**src/verilog/aac_pkg.sv**
```systemverilog
// Purpose: constants, types and helpers of the auxiliary converter block
// Assumes: 16-bit registers reached by 8-bit register index
// Notes:   shared by aac_regs and aac_rate_div
// Functional notes
// RULE1: pressure result bit 15 shows pen contact sensed before that measurement.
// RULE2: pressure result bits 11:0 hold the measurement, zero after reset.
// RULE3: aux result holds 12-bit value, bits 13:12 tag its source channel.
// RULE4: automatic conversions run only while enabled, rate nonzero, go bit set.
// RULE5: manual mode: host sets go bit, device starts one conversion, clears it.
// RULE6: rate code zero is manual, otherwise conversions at code times 16 Hz.
// RULE7: select bits 8, 1, 0 include supply, second and first input.
// RULE8: config bit 9 routes supply measurement point to first aux pin.
// RULE9: config bit 8 picks supply divider 0.45 or 0.41, resets to one.
// RULE10: config bits 1, 0 pick reference: half regulator or 1.5 V bandgap.
// RULE11: channels are stepped in fixed order, value and tag update together.
// RULE12: host writes to result registers are ignored.
package aac_pkg;

	// register indices
	localparam logic [7:0] AAC_IDX_PRESSURE = 8'h3b;
	localparam logic [7:0] AAC_IDX_RESULT   = 8'h3c;
	localparam logic [7:0] AAC_IDX_CONTROL  = 8'h3d;
	localparam logic [7:0] AAC_IDX_SELECT   = 8'h3e;
	localparam logic [7:0] AAC_IDX_CONFIG   = 8'h3f;

	// field positions
	localparam int AAC_BIT_PEN      = 15;
	localparam int AAC_BIT_ON       = 15;
	localparam int AAC_BIT_GO       = 14;
	localparam int AAC_BIT_SUPPLY   = 8;
	localparam int AAC_BIT_IN2      = 1;
	localparam int AAC_BIT_IN1      = 0;
	localparam int AAC_BIT_ROUTE    = 9;
	localparam int AAC_BIT_DIVIDER  = 8;
	localparam int AAC_BIT_REF2     = 1;
	localparam int AAC_BIT_REF1     = 0;

	// reset values
	localparam logic [15:0] AAC_RST_RESULT  = 16'h0000;
	localparam logic [15:0] AAC_RST_CONTROL = 16'h0000;
	localparam logic [15:0] AAC_RST_SELECT  = 16'h0000;
	localparam logic [15:0] AAC_RST_CONFIG  = 16'h0100;

	// origin tags, also used as channel codes on the converter port
	localparam logic [1:0] AAC_CH_NONE   = 2'h0;
	localparam logic [1:0] AAC_CH_IN1    = 2'h1;
	localparam logic [1:0] AAC_CH_IN2    = 2'h2;
	localparam logic [1:0] AAC_CH_SUPPLY = 2'h3;

	// timing
	localparam int AAC_CLK_HZ          = 50_000_000;
	localparam int AAC_RATE_STEP_HZ    = 16;
	localparam int AAC_RATE_DIV_CYCLES = AAC_CLK_HZ / AAC_RATE_STEP_HZ;

	typedef enum logic [0:0]
	{
		AAC_ST_IDLE = 1'b0,
		AAC_ST_BUSY = 1'b1
	} aac_state_e;

	// register port request
	typedef struct packed
	{
		logic        wr;
		logic        rd;
		logic [7:0]  idx;
		logic [15:0] wdata;
	} aac_reg_req_s;

	// one finished measurement
	typedef struct packed
	{
		logic        done;
		logic        pen;
		logic [11:0] data;
	} aac_meas_s;

	// next enabled channel after last, order first, second, supply
	function automatic logic [1:0] aac_next_chan(input logic [1:0] last,
		input logic [2:0] sel);
		logic [1:0] c;
		logic [1:0] res;
		c = last;
		res = AAC_CH_NONE;
		for (int i = 0; i < 3; i++)
		begin
			c = (c == AAC_CH_SUPPLY) ? AAC_CH_IN1 : c + 2'h1;
			if (res == AAC_CH_NONE && sel[c - 2'h1])
				res = c;
		end
		return res;
	endfunction : aac_next_chan

endpackage : aac_pkg

```
**src/verilog/aac_rate_div.sv**
```systemverilog
// Purpose: conversion rate enable, code times step frequency
// Assumes: single clock, synchronous reset
// Notes:   phase accumulator, exact average rate, one-cycle tick
`timescale 1ns/100ps
`default_nettype none
module aac_rate_div
	import aac_pkg::*;
#(
	parameter int DIV_CYCLES = AAC_RATE_DIV_CYCLES
)
(
	// clock and reset
	input  wire logic       clk_sys_i,
	input  wire logic       reset_i,
	// control
	input  wire logic       run_i,
	input  wire logic [4:0] rate_i,
	// enable out
	output logic            tick_o
);

	localparam logic [22:0] THR = 23'(DIV_CYCLES);

	typedef struct packed
	{
		logic [22:0] acc;
		logic        tick;
	} aac_div_s;

	aac_div_s s_r;
	aac_div_s s_nxt;
	logic [22:0] sum;

	// accumulate rate code, fire when threshold passed
	always_comb
	begin
		s_nxt = s_r;
		sum = s_r.acc + {18'h0, rate_i};
		s_nxt.tick = 1'b0;
		if (!run_i)
			s_nxt.acc = 23'h0;
		else if (sum >= THR)
		begin
			s_nxt.acc = sum - THR;
			s_nxt.tick = 1'b1;
		end
		else
			s_nxt.acc = sum;
	end

	// state register
	always_ff @(posedge clk_sys_i)
	begin
		if (reset_i)
			s_r <= '0;
		else
			s_r <= s_nxt;
	end

	assign tick_o = s_r.tick;

endmodule : aac_rate_div
`default_nettype wire

```
**src/verilog/aac_regs.sv**
```systemverilog
// Purpose: auxiliary converter control and result registers
// Assumes: register port already decoded from the serial control port
// Notes:   read data valid one cycle after rd, unmapped reads zero
`timescale 1ns/100ps
`default_nettype none
module aac_regs
	import aac_pkg::*;
#(
	parameter int DIV_CYCLES = AAC_RATE_DIV_CYCLES
)
(
	// clock and reset
	input  wire logic         clk_sys_i,
	input  wire logic         reset_i,
	// register port
	input  wire aac_reg_req_s reg_req_i,
	output logic [15:0]       reg_rdata_o,
	output logic              reg_rvalid_o,
	// converter port
	output logic              conv_start_o,
	output logic [1:0]        conv_chan_o,
	input  wire aac_meas_s    conv_meas_i,
	// touch pressure measurement
	input  wire aac_meas_s    touch_meas_i,
	// analogue settings
	output logic              aux_converter_on_o,
	output logic              supply_filter_route_o,
	output logic              supply_divider_sel_o,
	output logic              input_two_reference_o,
	output logic              input_one_reference_o
);

	typedef struct packed
	{
		aac_state_e  st;
		logic [15:0] pressure;
		logic [15:0] result;
		logic        on;
		logic        go;
		logic [4:0]  rate;
		logic [2:0]  sel;     // supply, second, first
		logic        route;
		logic        divider;
		logic [1:0]  refs;    // second, first
		logic [1:0]  last;
		logic [1:0]  chan;
		logic        start;
		logic [15:0] rdata;
		logic        rvalid;
	} aac_regs_s;

	aac_regs_s s_r;
	aac_regs_s s_nxt;
	logic      tick;
	logic      auto_run;
	logic      wr_ctl;
	logic [1:0] pick;

	assign auto_run = s_r.on && s_r.go && (s_r.rate != 5'h00);
	assign wr_ctl   = reg_req_i.wr && (reg_req_i.idx == AAC_IDX_CONTROL);
	assign pick     = aac_next_chan(s_r.last, s_r.sel);

	// rate enable
	aac_rate_div #(
		.DIV_CYCLES (DIV_CYCLES)
	) u_div (
		.clk_sys_i (clk_sys_i),
		.reset_i   (reset_i),
		.run_i     (auto_run),
		.rate_i    (s_r.rate),
		.tick_o    (tick)
	);

	// next state
	always_comb
	begin
		s_nxt = s_r;
		s_nxt.start = 1'b0;
		s_nxt.rvalid = 1'b0;
		// RULE1 RULE2 pressure capture
		if (touch_meas_i.done)
			s_nxt.pressure = {touch_meas_i.pen, 3'h0, touch_meas_i.data};
		// RULE4 RULE5 RULE6 RULE7 RULE11 start next channel
		unique case (s_r.st)
			AAC_ST_IDLE:
			begin
				if (s_r.on && s_r.rate == 5'h00 && s_r.go)
				begin
					s_nxt.go = 1'b0;
					if (pick != AAC_CH_NONE)
					begin
						s_nxt.start = 1'b1;
						s_nxt.chan = pick;
						s_nxt.last = pick;
						s_nxt.st = AAC_ST_BUSY;
					end
				end
				else if (auto_run && tick && pick != AAC_CH_NONE)
				begin
					s_nxt.start = 1'b1;
					s_nxt.chan = pick;
					s_nxt.last = pick;
					s_nxt.st = AAC_ST_BUSY;
				end
			end
			AAC_ST_BUSY:
			begin
				// RULE3 RULE11 value and tag together
				if (conv_meas_i.done)
				begin
					s_nxt.result = {2'h0, s_r.chan, conv_meas_i.data};
					s_nxt.st = AAC_ST_IDLE;
				end
				else if (!s_r.on)
					s_nxt.st = AAC_ST_IDLE;
			end
		endcase
		// RULE12 host writes, result indices not decoded
		if (reg_req_i.wr)
		begin
			unique case (reg_req_i.idx)
				AAC_IDX_CONTROL:
				begin
					s_nxt.on = reg_req_i.wdata[AAC_BIT_ON];
					// host set wins over self clear
					s_nxt.go = reg_req_i.wdata[AAC_BIT_GO];
					s_nxt.rate = reg_req_i.wdata[4:0];
				end
				AAC_IDX_SELECT:
					s_nxt.sel = {reg_req_i.wdata[AAC_BIT_SUPPLY],
						reg_req_i.wdata[AAC_BIT_IN2],
						reg_req_i.wdata[AAC_BIT_IN1]};
				AAC_IDX_CONFIG:
				begin
					s_nxt.route = reg_req_i.wdata[AAC_BIT_ROUTE];
					s_nxt.divider = reg_req_i.wdata[AAC_BIT_DIVIDER];
					s_nxt.refs = {reg_req_i.wdata[AAC_BIT_REF2],
						reg_req_i.wdata[AAC_BIT_REF1]};
				end
				default:
					s_nxt.rvalid = 1'b0;
			endcase
		end
		// read mux, registered
		if (reg_req_i.rd)
		begin
			s_nxt.rvalid = 1'b1;
			unique case (reg_req_i.idx)
				AAC_IDX_PRESSURE: s_nxt.rdata = s_r.pressure;
				AAC_IDX_RESULT:   s_nxt.rdata = s_r.result;
				AAC_IDX_CONTROL:
					s_nxt.rdata = {s_r.on, s_r.go, 9'h000, s_r.rate};
				AAC_IDX_SELECT:
					s_nxt.rdata = {7'h00, s_r.sel[2], 6'h00, s_r.sel[1:0]};
				AAC_IDX_CONFIG:
					s_nxt.rdata = {6'h00, s_r.route, s_r.divider, 6'h00,
						s_r.refs};
				default:          s_nxt.rdata = 16'h0000;
			endcase
		end
	end

	// state register
	always_ff @(posedge clk_sys_i)
	begin
		if (reset_i)
		begin
			s_r <= '0;
			s_r.st <= AAC_ST_IDLE;
			s_r.result <= AAC_RST_RESULT;
			// RULE9 divider resets to one
			s_r.divider <= AAC_RST_CONFIG[AAC_BIT_DIVIDER];
		end
		else
			s_r <= s_nxt;
	end

	// outputs
	assign reg_rdata_o           = s_r.rdata;
	assign reg_rvalid_o          = s_r.rvalid;
	assign conv_start_o          = s_r.start;
	assign conv_chan_o           = s_r.chan;
	assign aux_converter_on_o    = s_r.on;
	// RULE8 RULE9 RULE10 analogue settings
	assign supply_filter_route_o = s_r.route;
	assign supply_divider_sel_o  = s_r.divider;
	assign input_two_reference_o = s_r.refs[1];
	assign input_one_reference_o = s_r.refs[0];
endmodule : aac_regs
`default_nettype wire

```
**config.mk**
```make
export PLATFORM = sky130hd
export DESIGN_NAME = aac_regs
export DESIGN_NICKNAME = d
export VERILOG_FILES = /design/src/verilog/aac_pkg.sv /design/src/verilog/aac_rate_div.sv /design/src/verilog/aac_regs.sv
export SDC_FILE = /design/constraint.sdc
export NUM_CORES = 1
export LEC_CHECK = 0
export ABC_AREA = 1
export CAP_MARGIN = 20
export CORE_MARGIN = 5
export CORE_UTILIZATION = 64
export CTS_BUF_LIST = sky130_fd_sc_hd__clkbuf_16
export CTS_CLUSTER_DIAMETER = 100
export DETAILED_ROUTE_END_ITERATION = 7
export DONT_BUFFER_PORTS = 1
export GPL_ROUTABILITY_DRIVEN = 0
export GPL_TIMING_DRIVEN = 1
export PLACE_DENSITY = 0.8
export RECOVER_POWER = 25
export SYNTH_ARGS = -nofsm -noshare
export SYNTH_HDL_FRONTEND = slang
export SYNTH_SLANG_ARGS = --single-unit
```
**constraint.sdc**
```tcl
create_clock -name clk_sys_i -period 3.4 [get_ports clk_sys_i]
set_input_delay 0.34 -clock clk_sys_i [delete_from_list [all_inputs] [get_ports clk_sys_i]]
set_output_delay 0.34 -clock clk_sys_i [all_outputs]
set_load 0.01 [all_outputs]
```
### Word-level counts from Yosys, hierarchy flattened

Cells that the tools add are included.

| storage, ports and cells | value |
|---|---|
| latch bits | 0 |
| RAM bits | 0 |
| memory bits (read-only) | 0 |
| logic and storage cells | 92 |
| input bits | 56 |
| output and inout bits | 25 |
| bits in registers | 88 |
| memories kept | 0 |

| operators by class | value |
|---|---|
| shift operators | 0 |
| div/mod/pow operators | 0 |
| bitwise logic cells | 2 |
| magnitude comparators | 4 |
| multipliers | 0 |
| $add $sub $neg | 8 |
| mux-type cells | 31 |
| eq/ne operators | 9 |
| reduce and logical (&&, ||, !) cells | 21 |

Operators with widths:

| kind | count |
|---|---|
| one-hot mux 16 bit (5 select lines) | 1 |
| equality test 8 x 6 -> 1 bit, second input constant | 5 |
| adder 23 x 5 -> 23 bit | 1 |
| >= comparator 23 x 22 -> 1 bit, second input constant | 1 |
| two-way mux 23 bit | 1 |
| subtractor 23 x 22 -> 23 bit, second input constant | 1 |
| two-way mux 5 bit | 3 |
| two-way mux 13 bit | 1 |
| two-way mux 1 bit | 12 |
| two-way mux 2 bit | 6 |
| < comparator 2 x 3 -> 1 bit, second input constant | 3 |
| logical AND 1 bit | 8 |
| AND reduction 2 bit | 4 |
| adder 2 x 1 -> 2 bit, second input constant | 3 |
| binary-select mux 1 bit (select 2 bit) | 3 |
| equality test 2 bit, second input constant | 3 |
| two-way mux 6 bit | 1 |
| subtractor 2 x 1 -> 2 bit, second input constant | 3 |
| zero test 5 bit | 1 |
| nonzero test 5 bit | 1 |
| zero test 2 bit | 2 |
| two-way mux 4 bit | 1 |
| nonzero test 2 bit | 2 |
| OR reduction 2 bit | 2 |
| other kinds (5) | 6 |

### Depth between registers and ports, before layout

Gate-level depths: netlist of the first run.

| depth | value |
|---|---|
| depth after elaboration | 17 |
| depth in mapped cells | 21 |
| mapped depth without buffers | 20 |

### By module

From an unflattened synthesis of the first run, not the netlist that was laid out.

| unflattened totals | value |
|---|---|
| cells, all modules | 847 |
| area, all modules | 5393.9 µm² |

Modules (own cells, without submodules):

| module | area an instance (µm²) | cells an instance | instances | sequential area each (µm²) |
|---|---|---|---|---|
| aac_regs | 2964.1 | 414 | 1 | 1241.2 |
| aac_rate_div | 2429.8 | 433 | 1 | 480.5 |

### Least setup slack after synthesis of the first run

Ideal clock, no wire load.

| timing | value |
|---|---|
| path kind | reg2reg |
| from | register s_r[29] (netlist name) |
| to | register u_div.s_r[17] (netlist name) |
| slack | 0.951 ns |
| library setup time | 0.113 ns |
| arrival | 2.336 ns |
| stages on the path, launching flop included | 20 |
| data required time | 3.287 ns |
| period minus slack after synthesis | 2.449 ns |
| buffers on the path | 1 |
| cell sequence | dfxtp_1 > ha_1 > fa_1 > nand2_1 > nand2_1 > nand3_2 > nand2_4 > nand3_1 > nand2_4 > nor2_4 > inv_2 > nor2_2 > inv_2 > nor2_4 > nand2_4 > nand2_8 > buf_12 > nand2_2 > nor2_1 > nor2_1 |

| between the ends | value |
|---|---|
| longest elaborated chain between the ends | 4 |
| elaborated cells on any way between the ends | 8 |
| classes of those cells | 2 x add/sub; 1 x order compare; 1 x mux; 1 x bitwise; 3 x reduce/logical |

RTL lines:

| item | line | text |
|---|---|---|
| start, declared | aac_regs.sv:52 | `aac_regs_s s_r;` |
| start signal, assigned | aac_regs.sv:175 | `s_r <= s_nxt;` |
| branches (longest 4 deep; another with adder 23 x 5 -> 23 bit) | - |  |
| end signal, assigned | aac_rate_div.sv:57 | `s_r <= s_nxt;` |
| end, declared | aac_rate_div.sv:30 | `aac_div_s s_r;` |

Several ways; the timed one is not identified.
A chain may end at the register's enable or synchronous reset.

### Final worst setup path of the first run

| timing | value |
|---|---|
| from | register s_r[29] (netlist name) |
| to | register u_div.s_r[10] (netlist name) |

Same word-level chain as after synthesis.

==> impl_metrics.csv, run 1 <==
group,metric,value,unit
timing,setup_viol,0,
synthesis,ys_types,39,
place,hpwl,9800,um
timing,rsz0062_at_grt,"no",
critical_path,required,3.68,ns
place,dpl_cell_area,0.00513,mm2
clocking,cts_root_buffer,"clkbuf_16",
die,core-area,0.00809,mm2
min_path,min_path_type,"in2reg",
detailed_routing,viasPerCell,5.63,
clocking,numCtsBuffers,9,
clocking,hold_buffers,0,
global_routing,grt_overflow_total,0,
timing,maxSlewHeadroom,0.0555,
cells_and_area,n_antenna_cell,0,
critical_path,critPathCaptureType,"flip-flop",
cells_and_area,synthToLayoutAreaGrowth,3.96,%
timing,tns,0,ns
synthesis,yosysMostFrequentCell,"nand2_1",
cells_and_area,nets,872,
place,port_buffers,0,
power_and_ir_drop,power.leakage,2.30,nW
die,start_util,0.645,
critical_path,crit_fanout,25,
detailed_routing,drc_errors,0,
timing,maxSlewViolCount,0,
detailed_routing,wl,13400,um
clocking,cts_tree,"built",
cells_and_area,drive_above_1_share,0.0802,
synthesis,ys_ff_latch,86,
synthesis,postSynthAreaPerCell,6.29,um2
synthesis,synth_area,0.00522,mm2
timing,fmax,0.334,GHz
global_routing,grt_pass1_vias,4870,
synthesis,synth_top_cell_area_share,0.330,
critical_path,critical_path_buf_inv_count,1,
timing,hold_viol_final,0,
global_routing,grt_pass1_wl,22200,um
timing,fin_crit,2.99,ns
timing,fin_skew,0.00830,ns
clocking,clk_pin_slew_worst_paths,0.07,ns
die,die-area,0.0101,mm2
clocking,cts_resized,0,
detailed_routing,num_vias,5147,
die,num_io_pins,81,
synthesis,synth_flop_cell,"dfxtp_1",
synthesis,synthTopCellsByArea,"dfxtp_1, nand2_1, nor2_1",
critical_path,worstPathArrival,3.27,ns
critical_path,crit_path_top_delay_cell,"fa_1",
synthesis,ys_warn_count,0,
critical_path,crit_path_cell_trace,"ha_1 -> fa_1 -> nand3_1 -> nand3_1 -> nand3_1 -> nand3_1 -> nand2_1 -> inv_1 -> o21ai_1 -> nor2_1 -> nand2_2 -> nand2_4 -> nand2_8 -> nand2_1 -> nand2_1 -> nand2_1 -> nor2_1",
synthesis,syn_inst,830,
synthesis,async_flop_share,0,
critical_path,start_kind,"flip-flop",
job,maxCapViolCount,0,
timing,worstMarginPinSlew,1.42,ns
cells_and_area,fill_cells,757,
critical_path,path_class,"reg2reg",
die,rows,33,
detailed_routing,drt_iter0_markers,277,
synthesis,synthTopCellsByCount,"nand2_1, nor2_1, inv_1",
clocking,worst_skew_pair.late_latency,0.34,ns
timing,period_share,0.880,
die,die_y,100,um
synthesis,synth.yosys.seq_area_share,0.330,
global_routing,grt_use_total,0.270,
synthesis,yosys.area.top_type,"dfxtp_1",
synthesis,synth_enable_flop_cells,0,
clocking,post_cts_buffers,0,
run_status,status,"complete, no violations",
power_and_ir_drop,ir_drop,0.272,mV
detailed_routing,ant_nets,0,
cells_and_area,design_area,0.00543,mm2
critical_path,cp_top_family,"simple AND/OR/NAND/NOR gates",
clocking,cts_buffer_depth,2,
clocking,clock-sinks,86,
die,fp.dieW,100,um
clocking,htree_levels,3,
synthesis,syn_nets,897,
detailed_routing,first_pass_iters,5,
global_routing,grt_max_degree,42,
power_and_ir_drop,power.density,378,mW/mm2
critical_path,max_stage_delay,0.48,ns
global_routing,antenna_found_initial,0,
detailed_routing,wl_per_cell,14.6,um
per-stage QoR:
| step | utilization | total power [mW] | hold WS [ns] | instances | setup slack (ns) |
|---|---|---|---|---|---|
| after floorplan | - | 1.09 | 0.409 | 830 | 0.951 |
| after global placement | 0.635 | 1.09 | 0.412 | 899 | 0.544 |
| after detailed placement | 0.635 | 1.09 | 0.414 | 899 | 0.516 |
| after CTS | 0.671 | 2.06 | 0.0505 | 915 | 0.484 |
| after global routing | 0.670 | 2.11 | 0.0412 | 915 | 0.246 |
| final | 0.670 | 2.05 | 0.0562 | 915 | 0.409 |
routing by layer:
metal / global-route usage / vias up / part of all wire
met4: 0.0984 / 0 / 0.023
met1: 0.359 / 2314 / 0.44
met3: 0.0417 / 33 / 0.080
li1: - / 2580 / -
met5: 0 / - / 0
met2: 0.444 / 220 / 0.46
final timing paths:
kind	from	end	slack [ns]	cells past startpoint
setup / recovery	s_r[29]	u_div.s_r[10]	0.41	17
hold / removal	reset_i	reg_rdata_o[11]	0.06	1
hold reg to reg	s_r[48]	reg_rdata_o[12]	0.46	2
setup reg to reg	s_r[29]	u_div.s_r[10]	0.41	17
registers in the layout (all words and copies together), names as in the netlist:
signal,cells
s_r,39
u_div.s_r,23
reg_rdata_o,16
aux_converter_on_o,1
conv_start_o,1
input_one_reference_o,1
input_two_reference_o,1
reg_rvalid_o,1
supply_divider_sel_o,1
supply_filter_route_o,1
u_div.tick_o,1
layout by cell type (no fill, tap or decap), types with 9 or more instances in the layout:
cell         n
nand2_2     17
nor2_2      11
a21oi_1     44
nor2_1     128
inv_1       93
ha_1        10
o21ai_0     52
dfxtp_1     86
clkbuf_16    9
nand2_1    221
nand4_1     12
nand3_1     64
logic make-up (layout without fill, tap and decap cells):
group,count (synthesis),count (layout),synth area share
AO/OA/AOI/OAI,114,114,0.118
XOR/XNOR,1,1,0.00168
adder cells (fa/ha/maj),11,11,0.0278
buffers and inverters,138,118,0.117
flip-flops,86,86,0.330
AND/OR/NAND/NOR,480,480,0.405
final cells by class:
| cell class | instances | area (um2) | share of cell area |
|---|---|---|---|
| tap | 105 | 131 | 0.0242 |
| clock buffer | 9 | 225 | 0.0415 |
| multi-input combinational | 606 | 2890 | 0.533 |
| timing repair buffer | 2 | 11.3 | 0.00208 |
| inverter | 100 | 375 | 0.0692 |
| clock inverter | 7 | 68.8 | 0.0127 |
| sequential | 86 | 1720 | 0.317 |
report_power, final:
part | internal (mW) | switching, mW | total, mW | leakage [nW]
clock | 0.520 | 0.458 | 0.978 | 0.147
sequential | 1.02 | 0.00754 | 1.03 | 0.696
combinational | 0.0135 | 0.0304 | 0.0439 | 1.46
Note: power is estimated with default switching activity, not from simulation.
==> run 2: changes to the inputs <==
--- a/config.mk
+++ b/config.mk
@@ -8,14 +8,14 @@
 export ABC_AREA = 1
 export CAP_MARGIN = 20
 export CORE_MARGIN = 5
-export CORE_UTILIZATION = 64
-export CTS_BUF_LIST = sky130_fd_sc_hd__clkbuf_16
+export CORE_UTILIZATION = 66
+export CTS_BUF_LIST = sky130_fd_sc_hd__clkbuf_8
 export CTS_CLUSTER_DIAMETER = 100
 export DETAILED_ROUTE_END_ITERATION = 7
 export DONT_BUFFER_PORTS = 1
 export GPL_ROUTABILITY_DRIVEN = 0
 export GPL_TIMING_DRIVEN = 1
-export PLACE_DENSITY = 0.8
+export PLACE_DENSITY = 0.82
 export RECOVER_POWER = 25
 export SYNTH_ARGS = -nofsm -noshare
 export SYNTH_HDL_FRONTEND = slang
==> run 2 against run 1 <==
- global-route usage is 0.49 points higher
- largest cell class unchanged
- clock skew is 0.0028 ns lower
- routed wire length is 0.90% higher
- register-to-register slack worse by 0.03 ns
- hold slack worse by 0.015 ns
- sequential share of layout area is 0.41 points higher
- power is 7.1% lower
- core utilization is 2.3 points higher
- critical path depth stayed put
- highest routed layer unchanged
- first-iteration DRC count is 42% higher
- final area is 1.3% lower
- die area is 2.7% lower
==> impl_metrics.csv, run 2 (same netlist as run 1, synthesis figures left out) <==
group,metric,value,unit
cells_and_area,synthToLayoutAreaGrowth,2.64,%
timing,setup_viol,0,
global_routing,antenna_found_initial,0,
power_and_ir_drop,power.density,355,mW/mm2
die,die-area,0.00979,mm2
power_and_ir_drop,ir_drop,0.254,mV
timing,fin_skew,0.00551,ns
min_path,min_path_type,"in2reg",
power_and_ir_drop,clkPwrFrac,0.437,
clocking,cts_tree,"built",
power_and_ir_drop,finalPower,1.90,mW
cells_and_area,largest_reg_flops,39,
cells_and_area,top_register,"s_r",
place,port_buffers,0,
cells_and_area,final_cell_mix,"nand2_1, nor2_1, inv_1",
clocking,cts_root_buffer,"clkbuf_8",
cells_and_area,drive_above_1_share,0.0802,
clocking,clk_pin_slew_worst_paths,0.09,ns
die,start_util,0.675,
critical_path,worst-r2r-cell-count,17,
run_status,status,"complete, no violations",
timing,hold_viol_final,0,
detailed_routing,wl_per_cell,14.8,um
clocking,numCtsBuffers,9,
cells_and_area,fill_cells,657,
clocking,worst_skew_pair.late_latency,0.36,ns
timing,fin_crit,3.02,ns
place,dp.cells,896,
cells_and_area,postLayoutCoreUtil,0.693,
timing,worst_slack,0.378,ns
cells_and_area,final_cells,912,
cells_and_area,n_antenna_cell,0,
cells_and_area,nets,872,
critical_path,crit_fanout,25,
cells_and_area,final_common_cell,"nand2_1",
critical_path,required,3.70,ns
clocking,htree_levels,3,
global_routing,grt_use_total,0.275,
min_path,min_from,"reset_i",
critical_path,worstPathArrival,3.32,ns
place,dpl_cell_area,0.00513,mm2
die,fp.dieW,98.9,um
critical_path,critPathCaptureType,"flip-flop",
clocking,hold_buffers,0,
global_routing,grt_overflow_total,0,
detailed_routing,wl,13500,um
clocking,clock-sinks,86,
timing,worstMarginPinSlew,1.45,ns
cells_and_area,design_area,0.00536,mm2
die,rows,32,
min_path,holdPathStages,1,
timing,maxSlewViolCount,0,
cells_and_area,multi_input_area,0.00289,mm2
power_and_ir_drop,swShare,0.233,
global_routing,grt_max_degree,42,
global_routing,grt_pass1_vias,4768,
detailed_routing,highest_layer,"met4",
timing,maxSlewHeadroom,0.0344,
place,hpwl,10000,um
timing,whs,0.0415,ns
die,die_y,98.9,um
global_routing,grt_pass1_wl,22200,um
timing,fmax,0.331,GHz
critical_path,startpoint,"s_r[29]",
timing,rsz0062_at_grt,"no",
detailed_routing,drt_iter0_markers,393,
power_and_ir_drop,p_int,1.46,mW
place,post-place-ws,0.476,ns
detailed_routing,num_vias,5239,
detailed_routing,wl_met2,5980,um
power_and_ir_drop,power.leakage,2.28,nW
detailed_routing,wl_met3,1510,um
detailed_routing,first_pass_iters,5,
clocking,cts_resized,0,
detailed_routing,ant_nets,0,
clocking,cts_buffer_depth,2,
critical_path,start_kind,"flip-flop",
clocking,post_cts_buffers,0,
critical_path,r2r-start,"s_r[29]",
power_and_ir_drop,p_comb_frac,0.023,
detailed_routing,drc_errors,0,
die,num_io_pins,81,
timing,period_share,0.889,
critical_path,path_class,"reg2reg",
power_and_ir_drop,switching_power,444,uW
timing,tns,0,ns
power_and_ir_drop,pwr-share-seq,0.539,
job,maxCapViolCount,0,
detailed_routing,wl_met1,5740,um
detailed_routing,viasPerCell,5.74,
cells_and_area,seqCellArea,0.00172,mm2
die,core-area,0.00773,mm2
==> run 2: worst max-delay path: stages, from the launching register on <==
cell,delay [ns]
dfxtp_1,0.32
ha_1,0.26
fa_1,0.48
nand3_1,0.13
nand3_1,0.12
nand3_1,0.11
nand3_1,0.07
nand2_1,0.19
inv_1,0.13
o21ai_1,0.32
nor2_1,0.11
nand2_2,0.12
nand2_4,0.10
nand2_8,0.18
nand2_1,0.10
nand2_1,0.07
nand2_1,0.05
nor2_1,0.08
==> run 2: area by class of cell <==
type,instances,area share
clock buffers,9,0.0231
clock inverters,7,0.0196
inverters,100,0.0701
multi-input cells,606,0.540
flip-flops and latches,86,0.321
well taps,102,0.0238
repair buffers,2,0.00210
==> run 2: power groups by stage <==
stage | logic (mW) | clock network (mW) | registers, mW
finish | 0.0444 | 0.833 | 1.03
global route | 0.0513 | 0.891 | 1.03
CTS | 0.0438 | 0.836 | 1.03
detailed placement | 0.0430 | 0 | 1.05
global placement | 0.0407 | 0 | 1.05
floorplan | 0.0424 | 0 | 1.05
==> run 2: path summary, 6_finish.rpt <==
check                                       end  slack (ns)
worst min-delay path            reg_rdata_o[11]        0.04
worst max-delay path               u_div.s_r[7]        0.38
worst max register to register     u_div.s_r[7]        0.38
worst min register to register  reg_rdata_o[13]        0.46
==> run 2: routing by layer <==
metal / track usage / vias to the layer above
met1: 0.377 / 2367
met4: 0.0809 / 0
met2: 0.418 / 275
met3: 0.0821 / 29
met5: 0 / -
li1: - / 2568
==> run 3: changes to the inputs <==
--- a/config.mk
+++ b/config.mk
@@ -7,7 +7,6 @@
 export LEC_CHECK = 0
 export ABC_AREA = 1
 export CAP_MARGIN = 20
-export CORE_MARGIN = 5
 export CORE_UTILIZATION = 66
 export CTS_BUF_LIST = sky130_fd_sc_hd__clkbuf_8
 export CTS_CLUSTER_DIAMETER = 100
==> constraint.sdc (replaced) <==
create_clock -name clk_sys_i -period 3.4 [get_ports clk_sys_i]
set_input_delay 0.34 -clock clk_sys_i [delete_from_list [all_inputs] [get_ports clk_sys_i]]
set_output_delay 0.34 -clock clk_sys_i [all_outputs]
set_load 0.005 [all_outputs]
==> run 3 against run 2 <==
- count of clock-buffer cells in the layout unchanged
- die area shrank 16%
- setup slack got worse by 0.012 ns
- clock power grew 7.1%
- first-iteration DRC count down 15%
- critical endpoint unchanged
==> impl_metrics.csv, run 3 (same netlist as run 1, synthesis figures left out) <==
group,metric,value,unit
critical_path,critical_path_buf_inv_count,1,
power_and_ir_drop,p_int,1.53,mW
clocking,cts_resized,0,
critical_path,worst-path-stages,17,
min_path,min_from,"reset_i",
die,start_util,0.679,
timing,fin_crit,3.03,ns
die,rows,32,
timing,worstMarginPinSlew,1.45,ns
min_path,hold_end,"reg_rdata_o[8]",
cells_and_area,nets,872,
die,num_io_pins,81,
cells_and_area,final_cells,912,
critical_path,worstPathArrival,3.34,ns
die,core-area,0.00769,mm2
global_routing,grt_overflow_total,0,
clocking,cts_tree,"built",
timing,fin_skew,0.0100,ns
die,die-area,0.00827,mm2
timing,setup_viol,0,
critical_path,startpoint,"s_r[29]",
clocking,hold_buffers,0,
timing,hold_viol_final,0,
detailed_routing,ant_nets,0,
critical_path,crit_path_top_delay_cell,"fa_1",
clocking,clk_pin_slew_worst_paths,0.09,ns
power_and_ir_drop,power.leakage,2.28,nW
global_routing,grt_max_degree,42,
timing,maxSlewViolCount,0,
critical_path,crit_fanout,25,
critical_path,r2r_setup_slack,0.37,ns
global_routing,met2_usage,0.532,
clocking,htree_levels,3,
run_status,status,"complete, no violations",
global_routing,grt_pass1_vias,4904,
critical_path,start_kind,"flip-flop",
critical_path,required,3.70,ns
clocking,cts_buffer_depth,2,
power_and_ir_drop,switching_power,436,uW
global_routing,use_met3,0.0480,
detailed_routing,drt_iter0_markers,334,
detailed_routing,drc_errors,0,
cells_and_area,top_register,"s_r",
detailed_routing,num_vias,5214,
power_and_ir_drop,swShare,0.222,
critical_path,r2r-start,"s_r[29]",
detailed_routing,wl,13200,um
critical_path,cp_top_family,"simple AND/OR/NAND/NOR gates",
timing,rsz0062_at_grt,"no",
cells_and_area,drive_above_1_share,0.0790,
place,dp.cells,896,
power_and_ir_drop,p_comb_frac,0.022,
critical_path,worst-r2r-cell-count,17,
timing,tns,0,ns
place,hpwl,9680,um
timing,maxSlewHeadroom,0.0341,
clocking,cts_root_buffer,"clkbuf_8",
clocking,numCtsBuffers,9,
clocking,clock-sinks,86,
cells_and_area,synthToLayoutAreaGrowth,2.95,%
global_routing,grt_pass1_wl,21900,um
job,maxCapViolCount,0,
cells_and_area,n_antenna_cell,0,
global_routing,grt_use_total,0.327,
detailed_routing,viasPerCell,5.72,
critical_path,max_stage_delay,0.48,ns
power_and_ir_drop,power.density,365,mW/mm2
global_routing,busiest_layer,"met2",
clocking,worst_skew_pair.late_latency,0.37,ns
detailed_routing,first_pass_iters,6,
cells_and_area,final_cell_mix,"nand2_1, nor2_1, inv_1",
critical_path,path_class,"reg2reg",
die,fp.dieW,90.9,um
critical_path,crit_path_cell_trace,"ha_1 -> fa_1 -> nand3_1 -> nand3_1 -> nand3_1 -> nand3_1 -> nand2_1 -> inv_1 -> o21ai_1 -> nor2_1 -> nand2_2 -> nand2_4 -> nand2_8 -> nand2_1 -> nand2_1 -> nand2_1 -> nor2_1",
die,die_y,90.9,um
power_and_ir_drop,ir_drop,0.307,mV
global_routing,grtUsageMet1,0.439,
cells_and_area,largest_reg_flops,39,
critical_path,r2r_end,"u_div.s_r[7]",
timing,fmax,0.330,GHz
detailed_routing,wl_per_cell,14.5,um
clocking,post_cts_buffers,0,
power_and_ir_drop,pwr-share-seq,0.523,
place,port_buffers,0,
min_path,min_path_type,"in2reg",
min_path,holdPathStages,1,
timing,period_share,0.892,
critical_path,critPathCaptureType,"flip-flop",
power_and_ir_drop,clkPwrFrac,0.455,
global_routing,antenna_found_initial,0,
cells_and_area,final_common_cell,"nand2_1",
[run 3: cell types whose count changed in the layout (fill, tap and decap cells not counted)]
cell | previous run | this run
clkinvlp_4 | 0 | 1
bufinv_16 | 2 | 3
clkinv_2 | 1 | 0
clkinv_4 | 1 | 0
inv_1 | 93 | 94
inv_8 | 2 | 1
[run 3: routing by layer]
metal / part of all wire / wire length (um)
met1: 0.44 / 5780
met5: 0 / 0
met2: 0.45 / 5940
met3: 0.093 / 1230
met4: 0.018 / 243
[run 3: final cells by class]
| class | instances | area, um2 |
|---|---|---|
| clock buffer | 9 | 124 |
| clock inverter | 7 | 121 |
| fill | 697 | 2310 |
| inverter | 100 | 375 |
| multi-input combinational | 606 | 2890 |
| sequential | 86 | 1720 |
| tap | 102 | 128 |
| timing repair buffer | 2 | 11.3 |
[run 3: how the worst max path moves through the flow]
stage	to
after floorplan	u_div.s_r[17]
after global placement	u_div.s_r[10]
after detailed placement	u_div.s_r[7]
after CTS	u_div.s_r[7]
after global routing	u_div.s_r[8]
final	u_div.s_r[7]
[run 3: through the flow]
stage / total power, mW / util / instance area [um2] / setup WS (ns) / hold slack (ns)
2_1_floorplan: 1.09 / - / 5220 / 0.951 / 0.409
3_3_place_gp: 1.09 / 0.667 / 5130 / 0.547 / 0.412
3_5_place_dp: 1.09 / 0.667 / 5130 / 0.465 / 0.414
4_1_cts: 1.96 / 0.699 / 5380 / 0.434 / 0.0215
5_1_grt: 2.00 / 0.699 / 5370 / 0.148 / 0.0286
6_report: 1.96 / 0.699 / 5370 / 0.366 / 0.0241
[run 3: power by group through the flow]
stage	registers, mW	clock network [mW]	logic, mW
final	1.03	0.892	0.0440
after global routing	1.03	0.925	0.0502
after CTS	1.03	0.889	0.0435
after detailed placement	1.05	0	0.0430
after global placement	1.05	0	0.0410
after floorplan	1.05	0	0.0419
